==> src/hdl/scec_regs.svh <==
`ifndef SCEC_REGS_SVH
`define SCEC_REGS_SVH

// chain index inside the six-bit chain vectors
`define SCEC_CHAIN_RX1          0
`define SCEC_CHAIN_RX2          1
`define SCEC_CHAIN_TX1          2
`define SCEC_CHAIN_TX2          3
`define SCEC_CHAIN_OBS1         4
`define SCEC_CHAIN_OBS2         5
`define SCEC_NUM_CHAINS         6

// bit positions inside the pin options setting
`define SCEC_OPT_RXTX_PIN       0
`define SCEC_OPT_OBS_PIN        1
`define SCEC_OPT_OBS_SHARES_RX  2
`define SCEC_OPT_OBS_PATH_SEL   3
`define SCEC_OPT_SINGLE_OBS     4
`define SCEC_OPT_SINGLE_CHOICE  5
`define SCEC_PIN_OPTIONS_RESET  8'h00

// controller register addresses on the software port
`define SCEC_ADDR_CHSEL         4'h0
`define SCEC_ADDR_PINMODE       4'h1
`define SCEC_ADDR_DRIVE         4'h2
`define SCEC_ADDR_GPIO          4'h3
`define SCEC_ADDR_STATUS        4'h4

// field positions in the controller registers
`define SCEC_CHSEL_AUTO_OFF     8
`define SCEC_PINMODE_PAIR_LSB   8
`define SCEC_STATUS_ERR         0

// periodic observation release timing
`define SCEC_CLK_MHZ            10
`define SCEC_OBS_HOLD_US        1000
`define SCEC_OBS_GAP_US         500

`endif

==> src/hdl/scec_pkg.sv <==
package scec_pkg;

  typedef enum logic [2:0] {
    receive_side_off = 3'h0,
    rx_one           = 3'h1,
    rx_two           = 3'h2,
    rx_both          = 3'h3,
    obs_one          = 3'h4,
    obs_two          = 3'h5,
    obs_both         = 3'h6
  } scec_rx_sel_t;

  typedef enum logic [1:0] {
    transmit_side_off = 2'h0,
    tx_one            = 2'h1,
    tx_two            = 2'h2,
    tx_both           = 2'h3
  } scec_tx_sel_t;

  typedef enum logic [1:0] {
    obs_gpio_pair_option_one   = 2'h0,
    obs_gpio_pair_option_two   = 2'h1,
    obs_gpio_pair_option_three = 2'h2,
    obs_gpio_pair_none         = 2'h3
  } scec_gpio_pair_t;

  typedef enum logic [1:0] {
    variant_full       = 2'h0,
    variant_rx_only    = 2'h1,
    variant_txobs_only = 2'h2
  } scec_variant_t;

  typedef enum logic [2:0] {
    obs_idle_st = 3'b001,
    obs_hold_st = 3'b010,
    obs_gap_st  = 3'b100
  } scec_obs_state_t;

endpackage

==> src/hdl/scec_if.sv <==
`timescale 1ns/1ns
`default_nettype none
interface scec_if;
  // channel-select command
  logic                   chsel_valid;
  scec_pkg::scec_rx_sel_t cmd_rx_sel;
  scec_pkg::scec_tx_sel_t cmd_tx_sel;
  // pin-mode command
  logic                      pinmode_valid;
  logic [7:0]                pin_options_setting;
  scec_pkg::scec_gpio_pair_t obs_gpio_pair_selection;
  // enable pins
  logic                   receiver_one_enable_in;
  logic                   receiver_two_enable_in;
  logic                   transmitter_one_enable_in;
  logic                   transmitter_two_enable_in;
  logic                   observation_one_enable_in;
  logic                   observation_two_enable_in;
  logic [9:0]             gpio_in;

  modport host (
    output chsel_valid,
    output cmd_rx_sel,
    output cmd_tx_sel,
    output pinmode_valid,
    output pin_options_setting,
    output obs_gpio_pair_selection,
    output receiver_one_enable_in,
    output receiver_two_enable_in,
    output transmitter_one_enable_in,
    output transmitter_two_enable_in,
    output observation_one_enable_in,
    output observation_two_enable_in,
    output gpio_in
  );

  modport dev (
    input chsel_valid,
    input cmd_rx_sel,
    input cmd_tx_sel,
    input pinmode_valid,
    input pin_options_setting,
    input obs_gpio_pair_selection,
    input receiver_one_enable_in,
    input receiver_two_enable_in,
    input transmitter_one_enable_in,
    input transmitter_two_enable_in,
    input observation_one_enable_in,
    input observation_two_enable_in,
    input gpio_in
  );
endinterface
`default_nettype wire

==> src/hdl/scec_host.sv <==
// The plain strobed port and the address map were chosen for this implementation.
`timescale 1ns/1ns
`include "scec_regs.svh"
`default_nettype none
module scec_host #(
  parameter scec_pkg::scec_variant_t VARIANT     = scec_pkg::variant_full,
  parameter int unsigned             HOLD_CYCLES = `SCEC_OBS_HOLD_US * `SCEC_CLK_MHZ,
  parameter int unsigned             GAP_CYCLES  = `SCEC_OBS_GAP_US * `SCEC_CLK_MHZ
) (
  // clock, reset, enable
  input  wire logic        core_clk,
  input  wire logic        rst_n,
  input  wire logic        clk_en,
  // software port
  input  wire logic [3:0]  sw_addr,
  input  wire logic [31:0] sw_wdata,
  input  wire logic        sw_wr,
  input  wire logic        sw_rd,
  output logic [31:0]      sw_rdata_q,
  // link to the device
  scec_if.host             link
);

  function automatic logic scec_chsel_ok(input logic [2:0] rx, input logic [1:0] tx);
    logic ok;
    ok = (rx <= 3'(scec_pkg::obs_both));
    if (VARIANT == scec_pkg::variant_rx_only) begin
      ok = ok && (tx == 2'(scec_pkg::transmit_side_off)) && (rx <= 3'(scec_pkg::rx_both));
    end else if (VARIANT == scec_pkg::variant_txobs_only) begin
      ok = ok && ((rx == 3'(scec_pkg::receive_side_off)) || (rx >= 3'(scec_pkg::obs_one)));
    end
    return ok;
  endfunction

  function automatic logic scec_pinmode_ok(input logic [7:0] opts, input logic [1:0] pair);
    logic ok;
    if (VARIANT == scec_pkg::variant_full) begin
      ok = !opts[`SCEC_OPT_OBS_SHARES_RX];
    end else begin
      ok = (pair == 2'(scec_pkg::obs_gpio_pair_none));
    end
    return ok;
  endfunction

  logic                      wr_chsel;
  logic                      wr_pin;
  logic                      chsel_ok;
  logic                      pin_ok;
  logic                      new_obs;
  logic                      hold_done;
  logic                      gap_done;
  logic                      auto_off_q;
  logic                      err_q;
  logic [5:0]                drive_q;
  logic [9:0]                gpio_q;
  logic [15:0]               cnt_q;
  scec_pkg::scec_rx_sel_t    req_rx_q;
  scec_pkg::scec_tx_sel_t    req_tx_q;
  scec_pkg::scec_obs_state_t state_q;

  always_comb begin
    wr_chsel  = sw_wr && (sw_addr == `SCEC_ADDR_CHSEL);
    wr_pin    = sw_wr && (sw_addr == `SCEC_ADDR_PINMODE);
    chsel_ok  = scec_chsel_ok(sw_wdata[2:0], sw_wdata[4:3]);
    pin_ok    = scec_pinmode_ok(sw_wdata[7:0], sw_wdata[`SCEC_PINMODE_PAIR_LSB+:2]);
    new_obs   = sw_wdata[`SCEC_CHSEL_AUTO_OFF] && (sw_wdata[2:0] >= 3'(scec_pkg::obs_one));
    hold_done = (state_q == scec_pkg::obs_hold_st) && (cnt_q == 16'h0000);
    gap_done  = (state_q == scec_pkg::obs_gap_st) && (cnt_q == 16'h0000);
  end

  always_ff @(posedge core_clk) begin
    if (!rst_n) begin
      req_rx_q   <= scec_pkg::receive_side_off;
      req_tx_q   <= scec_pkg::transmit_side_off;
      auto_off_q <= 1'b0;
    end else if (clk_en && wr_chsel && chsel_ok) begin
      req_rx_q   <= scec_pkg::scec_rx_sel_t'(sw_wdata[2:0]);
      req_tx_q   <= scec_pkg::scec_tx_sel_t'(sw_wdata[4:3]);
      auto_off_q <= sw_wdata[`SCEC_CHSEL_AUTO_OFF];
    end
  end

  // refused commands never reach the link; set beats a clear in the same cycle
  always_ff @(posedge core_clk) begin
    if (!rst_n) begin
      err_q <= 1'b0;
    end else if (clk_en) begin
      if ((wr_chsel && !chsel_ok) || (wr_pin && !pin_ok)) begin
        err_q <= 1'b1;
      end else if (sw_wr && (sw_addr == `SCEC_ADDR_STATUS) && sw_wdata[`SCEC_STATUS_ERR]) begin
        err_q <= 1'b0;
      end
    end
  end

  // observation release: after a hold, drop to receive off for a gap, then restore
  always_ff @(posedge core_clk) begin
    if (!rst_n) begin
      state_q <= scec_pkg::obs_idle_st;
      cnt_q   <= 16'h0000;
    end else if (clk_en) begin
      if (wr_chsel && chsel_ok) begin
        state_q <= new_obs ? scec_pkg::obs_hold_st : scec_pkg::obs_idle_st;
        cnt_q   <= 16'(HOLD_CYCLES - 1);
      end else begin
        case (state_q)
          scec_pkg::obs_hold_st: begin
            if (hold_done) begin
              state_q <= scec_pkg::obs_gap_st;
              cnt_q   <= 16'(GAP_CYCLES - 1);
            end else begin
              cnt_q <= cnt_q - 16'h0001;
            end
          end
          scec_pkg::obs_gap_st: begin
            if (gap_done) begin
              state_q <= scec_pkg::obs_hold_st;
              cnt_q   <= 16'(HOLD_CYCLES - 1);
            end else begin
              cnt_q <= cnt_q - 16'h0001;
            end
          end
          default: begin
            state_q <= scec_pkg::obs_idle_st;
          end
        endcase
      end
    end
  end

  // channel-select commands: software write first, then release and restore
  always_ff @(posedge core_clk) begin
    if (!rst_n) begin
      link.chsel_valid <= 1'b0;
      link.cmd_rx_sel  <= scec_pkg::receive_side_off;
      link.cmd_tx_sel  <= scec_pkg::transmit_side_off;
    end else if (clk_en) begin
      link.chsel_valid <= 1'b0;
      if (wr_chsel && chsel_ok) begin
        link.chsel_valid <= 1'b1;
        link.cmd_rx_sel  <= scec_pkg::scec_rx_sel_t'(sw_wdata[2:0]);
        link.cmd_tx_sel  <= scec_pkg::scec_tx_sel_t'(sw_wdata[4:3]);
      end else if (hold_done) begin
        link.chsel_valid <= 1'b1;
        link.cmd_rx_sel  <= scec_pkg::receive_side_off;
        link.cmd_tx_sel  <= req_tx_q;
      end else if (gap_done) begin
        link.chsel_valid <= 1'b1;
        link.cmd_rx_sel  <= req_rx_q;
        link.cmd_tx_sel  <= req_tx_q;
      end
    end
  end

  always_ff @(posedge core_clk) begin
    if (!rst_n) begin
      link.pinmode_valid           <= 1'b0;
      link.pin_options_setting     <= `SCEC_PIN_OPTIONS_RESET;
      link.obs_gpio_pair_selection <= scec_pkg::obs_gpio_pair_none;
    end else if (clk_en) begin
      link.pinmode_valid <= wr_pin && pin_ok;
      if (wr_pin && pin_ok) begin
        link.pin_options_setting     <= sw_wdata[7:0];
        link.obs_gpio_pair_selection <= scec_pkg::scec_gpio_pair_t'(sw_wdata[`SCEC_PINMODE_PAIR_LSB+:2]);
      end
    end
  end

  // pin levels, for time-aligned switching without the command path
  always_ff @(posedge core_clk) begin
    if (!rst_n) begin
      drive_q <= 6'h00;
      gpio_q  <= 10'h000;
    end else if (clk_en && sw_wr) begin
      if (sw_addr == `SCEC_ADDR_DRIVE) begin
        drive_q <= sw_wdata[5:0];
      end
      if (sw_addr == `SCEC_ADDR_GPIO) begin
        gpio_q <= sw_wdata[9:0];
      end
    end
  end

  always_comb begin
    link.receiver_one_enable_in    = drive_q[`SCEC_CHAIN_RX1];
    link.receiver_two_enable_in    = drive_q[`SCEC_CHAIN_RX2];
    link.transmitter_one_enable_in = drive_q[`SCEC_CHAIN_TX1];
    link.transmitter_two_enable_in = drive_q[`SCEC_CHAIN_TX2];
    link.observation_one_enable_in = drive_q[`SCEC_CHAIN_OBS1];
    link.observation_two_enable_in = drive_q[`SCEC_CHAIN_OBS2];
    link.gpio_in                   = gpio_q;
  end

  always_ff @(posedge core_clk) begin
    if (!rst_n) begin
      sw_rdata_q <= 32'h0000_0000;
    end else if (clk_en) begin
      sw_rdata_q <= 32'h0000_0000;
      if (sw_rd) begin
        case (sw_addr)
          `SCEC_ADDR_CHSEL: begin
            sw_rdata_q <= {23'h0, auto_off_q, 3'h0, req_tx_q, req_rx_q};
          end
          `SCEC_ADDR_PINMODE: begin
            sw_rdata_q <= {22'h0, link.obs_gpio_pair_selection, link.pin_options_setting};
          end
          `SCEC_ADDR_DRIVE: begin
            sw_rdata_q <= {26'h0, drive_q};
          end
          `SCEC_ADDR_GPIO: begin
            sw_rdata_q <= {22'h0, gpio_q};
          end
          `SCEC_ADDR_STATUS: begin
            sw_rdata_q <= {25'h0, state_q, 3'h0, err_q};
          end
          default: begin
            sw_rdata_q <= 32'h0000_0000;
          end
        endcase
      end
    end
  end

endmodule
`default_nettype wire

==> src/flat_wrapper.sv <==
// flat-port wrapper written by rule: the top's interface ports become plain ports
module scec_host_flat 
#(
  parameter scec_pkg::scec_variant_t VARIANT     = scec_pkg::variant_full,
  parameter int unsigned             HOLD_CYCLES = `SCEC_OBS_HOLD_US * `SCEC_CLK_MHZ,
  parameter int unsigned             GAP_CYCLES  = `SCEC_OBS_GAP_US * `SCEC_CLK_MHZ
)
  (core_clk, rst_n, clk_en, sw_addr, sw_wdata, sw_wr, sw_rd, sw_rdata_q, link_chsel_valid, link_cmd_rx_sel, link_cmd_tx_sel, link_pinmode_valid, link_pin_options_setting, link_obs_gpio_pair_selection, link_receiver_one_enable_in, link_receiver_two_enable_in, link_transmitter_one_enable_in, link_transmitter_two_enable_in, link_observation_one_enable_in, link_observation_two_enable_in, link_gpio_in);
  scec_if link_i ();
  input  wire logic core_clk;
  input  wire logic rst_n;
  input  wire logic clk_en;
  input  wire logic [3:0] sw_addr;
  input  wire logic [31:0] sw_wdata;
  input  wire logic sw_wr;
  input  wire logic sw_rd;
  output logic [31:0] sw_rdata_q;
  output wire logic [$bits(link_i.chsel_valid)-1:0] link_chsel_valid;
  output wire logic [$bits(link_i.cmd_rx_sel)-1:0] link_cmd_rx_sel;
  output wire logic [$bits(link_i.cmd_tx_sel)-1:0] link_cmd_tx_sel;
  output wire logic [$bits(link_i.pinmode_valid)-1:0] link_pinmode_valid;
  output wire logic [$bits(link_i.pin_options_setting)-1:0] link_pin_options_setting;
  output wire logic [$bits(link_i.obs_gpio_pair_selection)-1:0] link_obs_gpio_pair_selection;
  output wire logic [$bits(link_i.receiver_one_enable_in)-1:0] link_receiver_one_enable_in;
  output wire logic [$bits(link_i.receiver_two_enable_in)-1:0] link_receiver_two_enable_in;
  output wire logic [$bits(link_i.transmitter_one_enable_in)-1:0] link_transmitter_one_enable_in;
  output wire logic [$bits(link_i.transmitter_two_enable_in)-1:0] link_transmitter_two_enable_in;
  output wire logic [$bits(link_i.observation_one_enable_in)-1:0] link_observation_one_enable_in;
  output wire logic [$bits(link_i.observation_two_enable_in)-1:0] link_observation_two_enable_in;
  output wire logic [$bits(link_i.gpio_in)-1:0] link_gpio_in;
  assign link_chsel_valid = link_i.chsel_valid;
  assign link_cmd_rx_sel = link_i.cmd_rx_sel;
  assign link_cmd_tx_sel = link_i.cmd_tx_sel;
  assign link_pinmode_valid = link_i.pinmode_valid;
  assign link_pin_options_setting = link_i.pin_options_setting;
  assign link_obs_gpio_pair_selection = link_i.obs_gpio_pair_selection;
  assign link_receiver_one_enable_in = link_i.receiver_one_enable_in;
  assign link_receiver_two_enable_in = link_i.receiver_two_enable_in;
  assign link_transmitter_one_enable_in = link_i.transmitter_one_enable_in;
  assign link_transmitter_two_enable_in = link_i.transmitter_two_enable_in;
  assign link_observation_one_enable_in = link_i.observation_one_enable_in;
  assign link_observation_two_enable_in = link_i.observation_two_enable_in;
  assign link_gpio_in = link_i.gpio_in;
  scec_host #(.VARIANT(VARIANT), .HOLD_CYCLES(HOLD_CYCLES), .GAP_CYCLES(GAP_CYCLES)) u_core (.core_clk(core_clk), .rst_n(rst_n), .clk_en(clk_en), .sw_addr(sw_addr), .sw_wdata(sw_wdata), .sw_wr(sw_wr), .sw_rd(sw_rd), .sw_rdata_q(sw_rdata_q), .link(link_i));
endmodule
==> config.mk <==
export PLATFORM = sky130hd
export DESIGN_NAME = scec_host_flat
export DESIGN_NICKNAME = d
export VERILOG_FILES = /design/src/hdl/scec_pkg.sv /design/src/hdl/scec_if.sv /design/src/hdl/scec_host.sv /design/src/flat_wrapper.sv
export VERILOG_INCLUDE_DIRS = /design/src /design/src/hdl
export SDC_FILE = /design/constraint.sdc
export NUM_CORES = 1
export LEC_CHECK = 0
export BUFFER_PORTS_ARGS = -buffer_cell sky130_fd_sc_hd__buf_2
export CAP_MARGIN = 20
export CORE_MARGIN = 1.5
export CORE_UTILIZATION = 40
export CTS_CLUSTER_SIZE = 10
export DETAILED_ROUTE_END_ITERATION = 16
export GPL_ROUTABILITY_DRIVEN = 0
export PLACE_DENSITY_LB_ADDON = 0.15
export SLEW_MARGIN = 0
export SYNTH_ARGS = -nofsm -noshare
export SYNTH_HDL_FRONTEND = slang
export SYNTH_SLANG_ARGS = --single-unit
==> constraint.sdc <==
create_clock -name core_clk -period 2 [get_ports core_clk]
set_input_delay 0.1 -clock core_clk [delete_from_list [all_inputs] [get_ports core_clk]]
set_output_delay 0.1 -clock core_clk [all_outputs]
set_load 0.02 [all_outputs]
==> metrics.md, run 1 <==
| Metric | Value |
|---|---|
| Num CTS Buffers | 9 |
| Combinational Power Share | 0.103 |
| Multi-input logic area | 1934 um^2 |
| CP max FO | 5 |
| Vias in the first global route | between 2,000 and 3,000 |
| First-pass GRT wire length | between 10 and 15 mm |
| Static Leak | 1.807 nW |
| Hold slack | roughly 21 ps |
| GRT Overall Usage | 0.1973 |
| Pre-antenna DRT Iters | 5 |
| Starting Density | 0.4200 |
| DIE WIDTH | just under 100 um |
| CP cell instances | inv_1 > ha_1 > nor4b_2 > and4_1 > and2_1 > a21oi_1 > o221a_2 |
| # rows | 33 |
| Final worst-path cycle share | 0.9452 |
| DR WL met2 | 4.126 mm |
| Pwr dens | between 600 and 700 nW/um^2 |
| Slew Limit Fails | 0 |
| Startpoint Class | flip-flop |
| Total Wirelength | 8.748 mm |
| Slew margin rel. | 0.6602 |
| N_diodes | 0 |
| DR WL met3 | 510 um |
| Final cell count without fillers | 567 |
| Net Sw Power | 0.0007442 W |
| Top Layer Used | met4 |
| CP max stage delay | just over 400 ps |
| Die H | slightly below 100 um |
| Final setup viols | 0 |
| Switching Share | 0.2662 |
| Final min period | about 1900 ps |
| Total negative slack | 0 ps |
| Routed WL per cell | 15.43 um |
| Distinct cell type count after synthesis | 59 |
| Core footprint | 8341 um^2 |
| Number of fillers in the final layout | around 830 |
| H-tree depth | 3 |
| CP max-delay cell | and4_1 |
| Number of synthesized register bits | 69 |
| HP Start | sw_wdata[5] |
| Peak VDD IR | 0.4802 mV |
| DRC | 0 |
| Synth area leader | dfxtp_1 |
| Area share of the largest cell type after synthesis | 0.3943 |
| Via density | about 5.1 |
| Asr flop ratio synth | 0 |
| Required time of the critical path | approximately 2200 ps |
| Placed insts | 549 |
| CP startpoint | u_core.cnt_q[0] |
| Full die area | 9329 um^2 |
| Mapped Cells | 387 |
| # IOs | 106 |
| Clock sinks | ~70 |
| Worst slew pin tran | 508.9 ps |
| Worst Setup End Kind | flip-flop |
| Worst Path Arrival | 2130 ps |
| I/O Buffers | 61 |
| Via count | 2,920 |
| Top_reg_cell synth | dfxtp_1 |
| Total power | 0.002796 W |
| Post-synth EDFFs | 0 |
| Reg2reg start | u_core.cnt_q[0] |
| Worst hold path class | in2reg |
| Utilization after layout | 0.4955 |
| Remaining antenna violation count | 0 |
| Max-Cap Viols | 0 |
| Fin nets | 501 |
| Synthesized area | 3503 um^2 |
| Yosys warns | 0 |
| Longest Clk Path Bufs | 2 |
| Sequential power share | 0.500 |
| Root buf cell | clkbuf_8 |
| Int Pwr | 0.002052 W |
| Max Freq | 529.0 MHz |
| Worst Clk Skew | 12.54 ps |
| CTS tree | done |
| Layout cell share with drive strength beyond 1 | 0.2597 |
| Synth area leaders | dfxtp_1 39%, mux2i_1 8.0%, buf_4 5.4% |
| CP top delay family | simple AND/OR/NAND/NOR gates |
| Status | finished, final reports clean |
| P&R area growth vs syn | 17.96% |
| Sequential share of the synthesized area | 0.3943 |
| Final hold viol count | 0 |
| Syn Area/Cell | 9.053 um^2 |
| Clock Power Share | 0.397 |
| Latest clock arrival within the worst-skew pair | between 300 and 400 ps |
| Crit Path Category | reg2reg |
| DR iter-0 viols | 114 |
| RSZ-0062 raised after global routing | no |
| Wl on met1 | a little over 4 mm |
| Register area | 1381 um^2 |
| Largest net degree at the start of global routing | 29 |
| Initial antenna violation count | 0 |
| Worst-path clk slew | 80 ps |
| Final HPWL DP | 6.411 mm |
| CP Buf/Inv Count | 1 |
| Total grt overflow | 0 |
cell usage in the layout (no fill, tap or decap), types with 7 or more instances in the layout:
cell      synthesis  routed
dfxtp_1          69      69
buf_2             9      61
nor2_1           49      49
nand2_1          41      41
mux2i_1          28      28
conb_1            1      22
a21oi_1          19      19
buf_4            25      19
nor2b_1          10      10
xnor2_1          10      10
nand3_1           9       9
clkbuf_8          0       9
nand4_1           8       8
a21boi_0          7       7
cell type report:
cell class / count / area share
clock buffers: 9 / 0.02997
clock inverters: 6 / 0.01574
inverters: 5 / 0.004541
multi-input cells: 290 / 0.4681
flip-flops and latches: 69 / 0.3342
well taps: 105 / 0.03179
repair buffers: 83 / 0.1157
metal layers:
metal	vias up	GRT usage
met5	-	0
met2	86	0.3164
met3	8	0.05947
met1	1359	0.2624
met4	0	0.03986
li1	1467	-
tightest hold or removal path: cells and delay by family:
family                 cells  cell delay [ps]
buffers and inverters      1              100
muxes                      1               60
and+or+nand+nor            1               70
worst paths after layout:
check / slack, ps / endpoint / depth (start not counted)
worst max-delay path: 110 / u_core.cnt_q[3] / 7
worst min-delay path: 20 / u_core.link.pin_options_setting[5] / 3
worst min register to register: 450 / u_core.link.pin_options_setting[2] / 2
worst max register to register: 110 / u_core.cnt_q[3] / 7
cells in the mapped netlist (2+ instances only):
cell        n
inv_1       4
nor4_2      2
clkbuf_1    9
o22ai_1     2
a21boi_1    4
nor2b_1    10
a21oi_1    19
buf_4      25
nor4_1      3
o21ai_0     6
xor2_1      3
a311oi_1    3
o21ai_1     2
mux4_2      5
nand4_1     8
nand2_1    41
a32oi_1     2
nor3_1      3
a31oi_1     4
nor4bb_1    2
nor3_2      3
and2_1      5
xnor2_1    10
nor2_1     49
o311a_1     2
o211ai_1    2
a21boi_0    7
dfxtp_1    69
o2bb2ai_1   2
a22oi_1     4
mux2i_1    28
mux2_2      3
nand3_1     9
buf_2       9
nand3b_1    2
ha_1        2
nor4b_1     2
power by group through the flow:
stage | sequential, W | combinational [W] | clock (W)
final | 0.00140 | 0.000288 | 0.00111
after global routing | 0.00140 | 0.000316 | 0.00120
after CTS | 0.00140 | 0.000283 | 0.00114
after detailed placement | 0.00143 | 0.000278 | 0
after global placement | 0.00143 | 0.000277 | 0
after floorplan | 0.00143 | 0.000226 | 0
flip-flops by register name, summed over array words and instances, names as in the netlist, 3 cells and up:
register	count
u_core.drive_q	6
u_core.state_q	3
u_core.req_rx_q	3
u_core.link.pin_options_setting	8
u_core.link.gpio_in	10
u_core.cnt_q	16
u_core.link.cmd_rx_sel	3
u_core.sw_rdata_q	10
what timing repair did:
action / 4_1_cts / 5_1_grt
resized for setup: 0 / 4
setup endpoints to repair: 0 / 13
hold buffers: 3 / 0
buffers inserted: 0 / 0
hold endpoints to repair: 3 / 0
metrics by stage:
| step | area, um^2 | setup slack, ps |
|---|---|---|
| 2_1_floorplan | 3582 | 324.7 |
| 3_3_place_gp | 3884 | 67.31 |
| 3_5_place_dp | 3884 | 29.21 |
| 4_1_cts | 4103 | 20.10 |
| 5_1_grt | 4133 | 4.434 |
| 6_report | 4133 | 109.5 |
kinds of logic after synthesis:
logic type	synth area share
AO/OA/AOI/OAI	0.1364
XOR/XNOR	0.03250
adder cells (fa/ha/maj)	0.007142
buffers and inverters	0.08464
flip-flops	0.3943
multiplexers	0.1218
other	0.001070
AND/OR/NAND/NOR	0.2221
No activity file was read; power rests on OpenSTA's default activity.
==> inputs of run 2 (changes only) <==
Settings changed: CORE_ASPECT_RATIO from default to 1.4.
==> run 2 against run 1 <==
Against the previous run:
- sequential power is essentially flat
- clock power grew 49%
- clock-buffer cell count grew 1
- final area grew 2.4%
- sequential cell count is the same
- sequential share of layout area shrank 0.79 points
- largest cell class unchanged
==> metrics.md, run 2 (synthesis gave the netlist of run 1 again) <==
| Metric | Value |
|---|---|
| Status | finished, final reports clean |
| FF-to-FF path depth | 7 (unchanged) |
| Num CTS Buffers | 9 (unchanged) |
| Postcts setup bufs | 0 (unchanged) |
| Total grt overflow | 0 (unchanged) |
| Initial antenna violation count | 0 (unchanged) |
| # IOs | 106 (unchanged) |
| I/O Buffers | 61 (unchanged) |
| Remaining antenna violation count | 0 (unchanged) |
| Longest Clk Path Bufs | 2 (unchanged) |
| HP Start | sw_wdata[6] |
| Latest clock arrival within the worst-skew pair | 340 ps (about the same) |
| Starting Density | 0.4094 (-0.01069) |
| Fin nets | 500 (-0.20%) |
| Hold worst-path end | u_core.link.pin_options_setting[6] |
| DRC | 0 (unchanged) |
| Routed WL per cell | 15.23 um (-1.3%) |
| Pre-antenna DRT Iters | 4 (-1) |
| Peak VDD IR | 0.6098 mV (+27%) |
| Biggest register | u_core.cnt_q |
| Final min period | 1861 ps (-29.15 ps) |
| Placed insts | 550 (+0.18%) |
| H-tree depth | 3 (unchanged) |
| Slew margin rel. | 0.6536 (-0.006642) |
| Via count | 2,929 (+0.31%) |
| Commonest non-fill, non-tap cell in the layout | dfxtp_1 |
| Layout cell share with drive strength beyond 1 | 0.2662 (+0.006494) |
| Vias in the first global route | 2,803 (+3.2%) |
| Setup WS pre-CTS | 51.17 ps (+21.96 ps) |
| Core footprint | 8558 um^2 (+2.6%) |
| Most frequent cells in the layout | 69 x dfxtp_1, 61 x buf_2, 49 x nor2_1 |
| WHS Path Cells | 3 (unchanged) |
| Worst Slack Setup Final | 138.7 ps (+29.15 ps) |
| Total power | 0.003333 W (+19%) |
| Die H | 113.7 um (+18%) |
| CP max stage delay | 430 ps (+20 ps) |
| Static Leak | 1.846 nW (+2.2%) |
| Worst Clk Skew | 8.983 ps (-3.556 ps) |
| CP Buf/Inv Count | 1 (unchanged) |
| Worst-path clk slew | 60 ps (-20 ps) |
| CP max FO | 4 (-1) |
| # rows | 40 (+21%) |
| Startpoint Class | flip-flop |
| Worst hold path class | in2reg |
| Pwr dens | 787.3 nW/um^2 (+16%) |
| Max Freq | 537.3 MHz (+1.6%) |
| Total Wirelength | 8.635 mm (-1.3%) |
| Max-Cap Viols | 0 (unchanged) |
| DIE WIDTH | 82.10 um (-15%) |
| Via density | 5.166 (+0.31%) |
| RSZ-0062 raised after global routing | no |
| Slew Limit Fails | 0 (unchanged) |
| Worst Setup End Kind | flip-flop |
| DR iter-0 viols | 129 (+13%) |
| N_diodes | 0 (unchanged) |
| Largest net degree at the start of global routing | 31 (+6.9%) |
| Hold slack | 12.85 ps (-8.340 ps) |
| Reg2reg end | u_core.cnt_q[14] |
| Root buf cell | clkbuf_16 |
| Required time of the critical path | 2220 ps (-20 ps) |
| CP top delay family | simple AND/OR/NAND/NOR gates |
| WP depth | 7 (unchanged) |
| CTS tree | done |
| First-pass GRT wire length | 13.99 mm (+1.2%) |
| Final setup viols | 0 (unchanged) |
| R2R Setup Slk | 140 ps (+30 ps) |
| Final worst-path cycle share | 0.9307 (-0.01457) |
| CP max-delay cell | nor4b_1 |
| Worst slew pin tran | 518.9 ps (+9.948 ps) |
| Total negative slack | 0 ps (unchanged) |
| Full die area | 9337 um^2 (about the same) |
| P&R area growth vs syn | 20.82% |
| Worst Path Arrival | 2080 ps (-50 ps) |
| CP cell instances | inv_1 > ha_1 > nor4b_1 > nand4b_1 > nor3_2 > xnor2_1 > nor2_1 |
| Reg2reg start | u_core.cnt_q[0] |
| Final HPWL DP | 6.358 mm (-0.84%) |
| Final cell count without fillers | 567 (unchanged) |
| Largest register FFs | 16 (unchanged) |
| Final hold viol count | 0 (unchanged) |
| GRT Overall Usage | 0.1994 (+0.002118) |
| Clock sinks | 69 (unchanged) |
| Crit Path Category | reg2reg |
[run 2: cell count changes in the layout (fill, tap and decap cells not counted), moves of 2 or more]
cell | previous run | this run
clkbuf_16 | 0 | 9
clkinv_4 | 2 | 0
inv_6 | 0 | 2
dlygate4sd3_1 | 3 | 1
clkbuf_8 | 9 | 1
clkinv_2 | 2 | 0
clkinvlp_4 | 1 | 3
[run 2: worst max path at each step]
stage,from,to,slack (ps)
finish,u_core.cnt_q[0],u_core.cnt_q[14],140
global placement,u_core.cnt_q[0],u_core.cnt_q[3],60
detailed placement,u_core.cnt_q[0],u_core.cnt_q[14],50
CTS,u_core.cnt_q[0],u_core.cnt_q[11],40
global route,u_core.cnt_q[0],u_core.cnt_q[10],0.5
floorplan,u_core.cnt_q[0],u_core.cnt_q[3],320
[run 2: final cells by class]
cell class                 instances  area (um^2)
timing repair buffer              82        465.4
tap                              105        131.4
fill                             826         4325
clock buffer                      10        239.0
clock inverter                     6        70.07
inverter                           5        18.77
multi-input combinational        290         1927
sequential                        69         1381
[run 2: worst reg2reg max path, cell delays in order, from the launching register on]
cell and delay (ps):
dfxtp_1 320, inv_1 120, ha_1 220, nor4b_1 430
nand4b_1 280, nor3_2 200, xnor2_1 130, nor2_1 50
[run 2: where the power goes]
group          total, W  internal [W]  switching [W]
combinational  0.000286     0.0000963       0.000190
sequential      0.00140       0.00139      0.0000120
clock           0.00165       0.00101       0.000640
total           0.00333       0.00249       0.000842
[run 2: stage by stage]
stage | instance area [um^2] | utilization
after detailed placement | 3891 | 0.4547
after global routing | 4233 | 0.4946
final | 4233 | 0.4946
after CTS | 4210 | 0.4920
after floorplan | 3582 | -
after global placement | 3891 | 0.4547
[run 2: repair_timing]
| action | 4_1_cts | 5_1_grt |
|---|---|---|
| endpoints found under the setup margin | 0 | 20 |
| resized for setup | 0 | 4 |
| endpoints found under the hold margin | 1 | 0 |
| hold buffers | 1 | 0 |
[run 2: layer usage]
layer	part of all wire	track usage	vias up
met2	0.53	0.3415	62
met3	0.026	0.02640	16
met1	0.42	0.2351	1386
li1	-	-	1465
met5	0	0	-
met4	0.029	0.1073	0
==> inputs of run 3 (changes only) <==
Settings changed: RECOVER_POWER from default to 25.
==> run 3 against run 2 <==
Against the previous run:
- sequential share of layout area rose by 0.30 points
- maximum frequency is essentially flat
- critical path depth unchanged
- total power about the same
- utilization down 0.45 points
- largest cell class unchanged
==> metrics.md, run 3 (synthesis gave the netlist of run 1 again) <==
| Metric | Value |
|---|---|
| Status | finished, final reports clean |
| Total grt overflow | 0 (unchanged) |
| Sequential power share | 0.420 (about the same) |
| RSZ-0062 raised after global routing | no |
| Final hold viol count | 0 (unchanged) |
| Combinational Power Share | 0.085 (about the same) |
| Longest Clk Path Bufs | 2 (unchanged) |
| Multi-input logic area | 1927 um^2 (unchanged) |
| Most frequent cells in the layout | 69 x dfxtp_1, 49 x nor2_1, 41 x nand2_1 |
| DIE WIDTH | 82.10 um (unchanged) |
| Via density | 5.183 (+0.34%) |
| Placed insts | 550 (unchanged) |
| Initial antenna violation count | 0 (unchanged) |
| Total negative slack | 0 ps (unchanged) |
| Total power | 0.003330 W (about the same) |
| Final min period | 1861 ps (-0.6960 ps) |
| Worst hold path class | in2reg |
| Static Leak | 1.730 nW (-6.3%) |
| Core footprint | 8558 um^2 (unchanged) |
| Register area | 1381 um^2 (unchanged) |
| Routed WL per cell | 15.29 um (+0.42%) |
| Pre-antenna DRT Iters | 4 (unchanged) |
| CP max FO | 4 (unchanged) |
| Worst Setup End Kind | flip-flop |
| Remaining antenna violation count | 0 (unchanged) |
| Fin nets | 500 (unchanged) |
| CP top delay family | simple AND/OR/NAND/NOR gates |
| Commonest non-fill, non-tap cell in the layout | dfxtp_1 |
| Worst Clk Skew | 9.009 ps (+0.02637 ps) |
| Starting Density | 0.4094 (unchanged) |
| Worst Path Arrival | 2080 ps (about the same) |
| # rows | 40 (unchanged) |
| Postcts setup bufs | 0 (unchanged) |
| Clock Power Share | 0.494 (about the same) |
| Final worst-path cycle share | 0.9303 (about the same) |
| Final HPWL DP | 6.358 mm (unchanged) |
| Vias in the first global route | 2,803 (unchanged) |
| P&R area growth vs syn | 19.71% |
| Pwr dens | 793.9 nW/um^2 (+0.83%) |
| Biggest register | u_core.cnt_q |
| Via count | 2,939 (+0.34%) |
| Crit Path Category | reg2reg |
| DP Area | 3891 um^2 (unchanged) |
| N_diodes | 0 (unchanged) |
| Startpoint Class | flip-flop |
| Net Sw Power | 0.0008412 W (-0.11%) |
| Required time of the critical path | 2220 ps (about the same) |
| DRC | 0 (unchanged) |
| CP max stage delay | 430 ps (about the same) |
| Layout cell share with drive strength beyond 1 | 0.2078 (-0.05844) |
| Switching Share | 0.2526 (about the same) |
| Slew margin rel. | 0.4222 (-0.2314) |
| Latest clock arrival within the worst-skew pair | 340 ps (about the same) |
| Num CTS Buffers | 9 (unchanged) |
| Max Freq | 537.5 MHz (about the same) |
| CP cell instances | inv_1 > ha_1 > nor4b_1 > nand4b_1 > nor3_2 > xnor2_1 > nor2_1 |
| First-pass GRT wire length | 13.99 mm (unchanged) |
| GRT Overall Usage | 0.1994 (unchanged) |
| Peak VDD IR | 0.6088 mV (-0.15%) |
| CP Buf/Inv Count | 1 (unchanged) |
| Worst-path clk slew | 60 ps (about the same) |
| Die H | 113.7 um (unchanged) |
| Hold slack | 13.02 ps (+0.1712 ps) |
| Largest register FFs | 16 (unchanged) |
| Total Wirelength | 8.671 mm (+0.42%) |
| Root buf cell | clkbuf_16 |
| Final setup viols | 0 (unchanged) |
| CP max-delay cell | nor4b_1 |
| I/O Buffers | 61 (unchanged) |
| Slew Limit Fails | 0 (unchanged) |
| H-tree depth | 3 (unchanged) |
| Int Pwr | 0.002488 W (about the same) |
| # IOs | 106 (unchanged) |
| Final cell count without fillers | 567 (unchanged) |
| Design Area, Final | 4194 um^2 (-0.92%) |
| Clock sinks | 69 (unchanged) |
| Largest net degree at the start of global routing | 31 (unchanged) |
| CTS tree | done |
| Number of fillers in the final layout | 843 (+2.1%) |
| Max-Cap Viols | 0 (unchanged) |
| Worst slew pin tran | 866.7 ps (+347.9 ps) |
| DR iter-0 viols | 127 (-1.6%) |
| Full die area | 9337 um^2 (unchanged) |
## run 3: repair_timing
action                                 4_1_cts  5_1_grt
hold buffers                                 1        0
endpoints found under the hold margin        1        0
setup endpoints to repair                    0       20
gates resized for setup                      0        4
## run 3: metal layers
| layer | global-route usage | vias up | share of wire |
|---|---|---|---|
| met3 | 0.02640 | 16 | 0.029 |
| met1 | 0.2351 | 1393 | 0.42 |
| met2 | 0.3415 | 62 | 0.52 |
| met4 | 0.1073 | 0 | 0.029 |
| met5 | 0 | - | 0 |
| li1 | - | 1468 | - |
## run 3: path summary, 6_finish.rpt
path	start	end	slack (ps)	cells past startpoint
setup / recovery	u_core.cnt_q[0]	u_core.cnt_q[14]	140	7
setup reg to reg	u_core.cnt_q[0]	u_core.cnt_q[14]	140	7
hold reg to reg	u_core.link.pin_options_setting[2]	u_core.link.pin_options_setting[2]	450	2
hold / removal	sw_wdata[6]	u_core.link.pin_options_setting[6]	10	3
## run 3: worst reg2reg max path, stage by stage, from the launching register on
cell and delay, ps:
dfxtp_1 320, inv_1 120, ha_1 220, nor4b_1 430
nand4b_1 280, nor3_2 200, xnor2_1 130, nor2_1 50
## run 3: cell type report
cell class,instances,share of cell area
timing repair buffer,82,0.1017
tap,105,0.03132
clock buffer,10,0.05698
inverter,5,0.004475
sequential,69,0.3294
multi-input combinational,290,0.4594
clock inverter,6,0.01671
## run 3: power by group through the flow
stage / combinational (W) / clock (W) / sequential, W
floorplan: 0.000226 / 0 / 0.00143
global placement: 0.000279 / 0 / 0.00143
detailed placement: 0.000279 / 0 / 0.00143
CTS: 0.000283 / 0.00167 / 0.00140
global route: 0.000310 / 0.00173 / 0.00140
finish: 0.000284 / 0.00165 / 0.00140
## run 3: stage by stage
| step | utilization | setup WS [ps] |
|---|---|---|
| final | 0.4901 | 139.4 |
| after global routing | 0.4901 | 0.5245 |
| after CTS | 0.4920 | 37.81 |
| after detailed placement | 0.4547 | 51.17 |
| after global placement | 0.4547 | 63.21 |
| after floorplan | - | 324.7 |
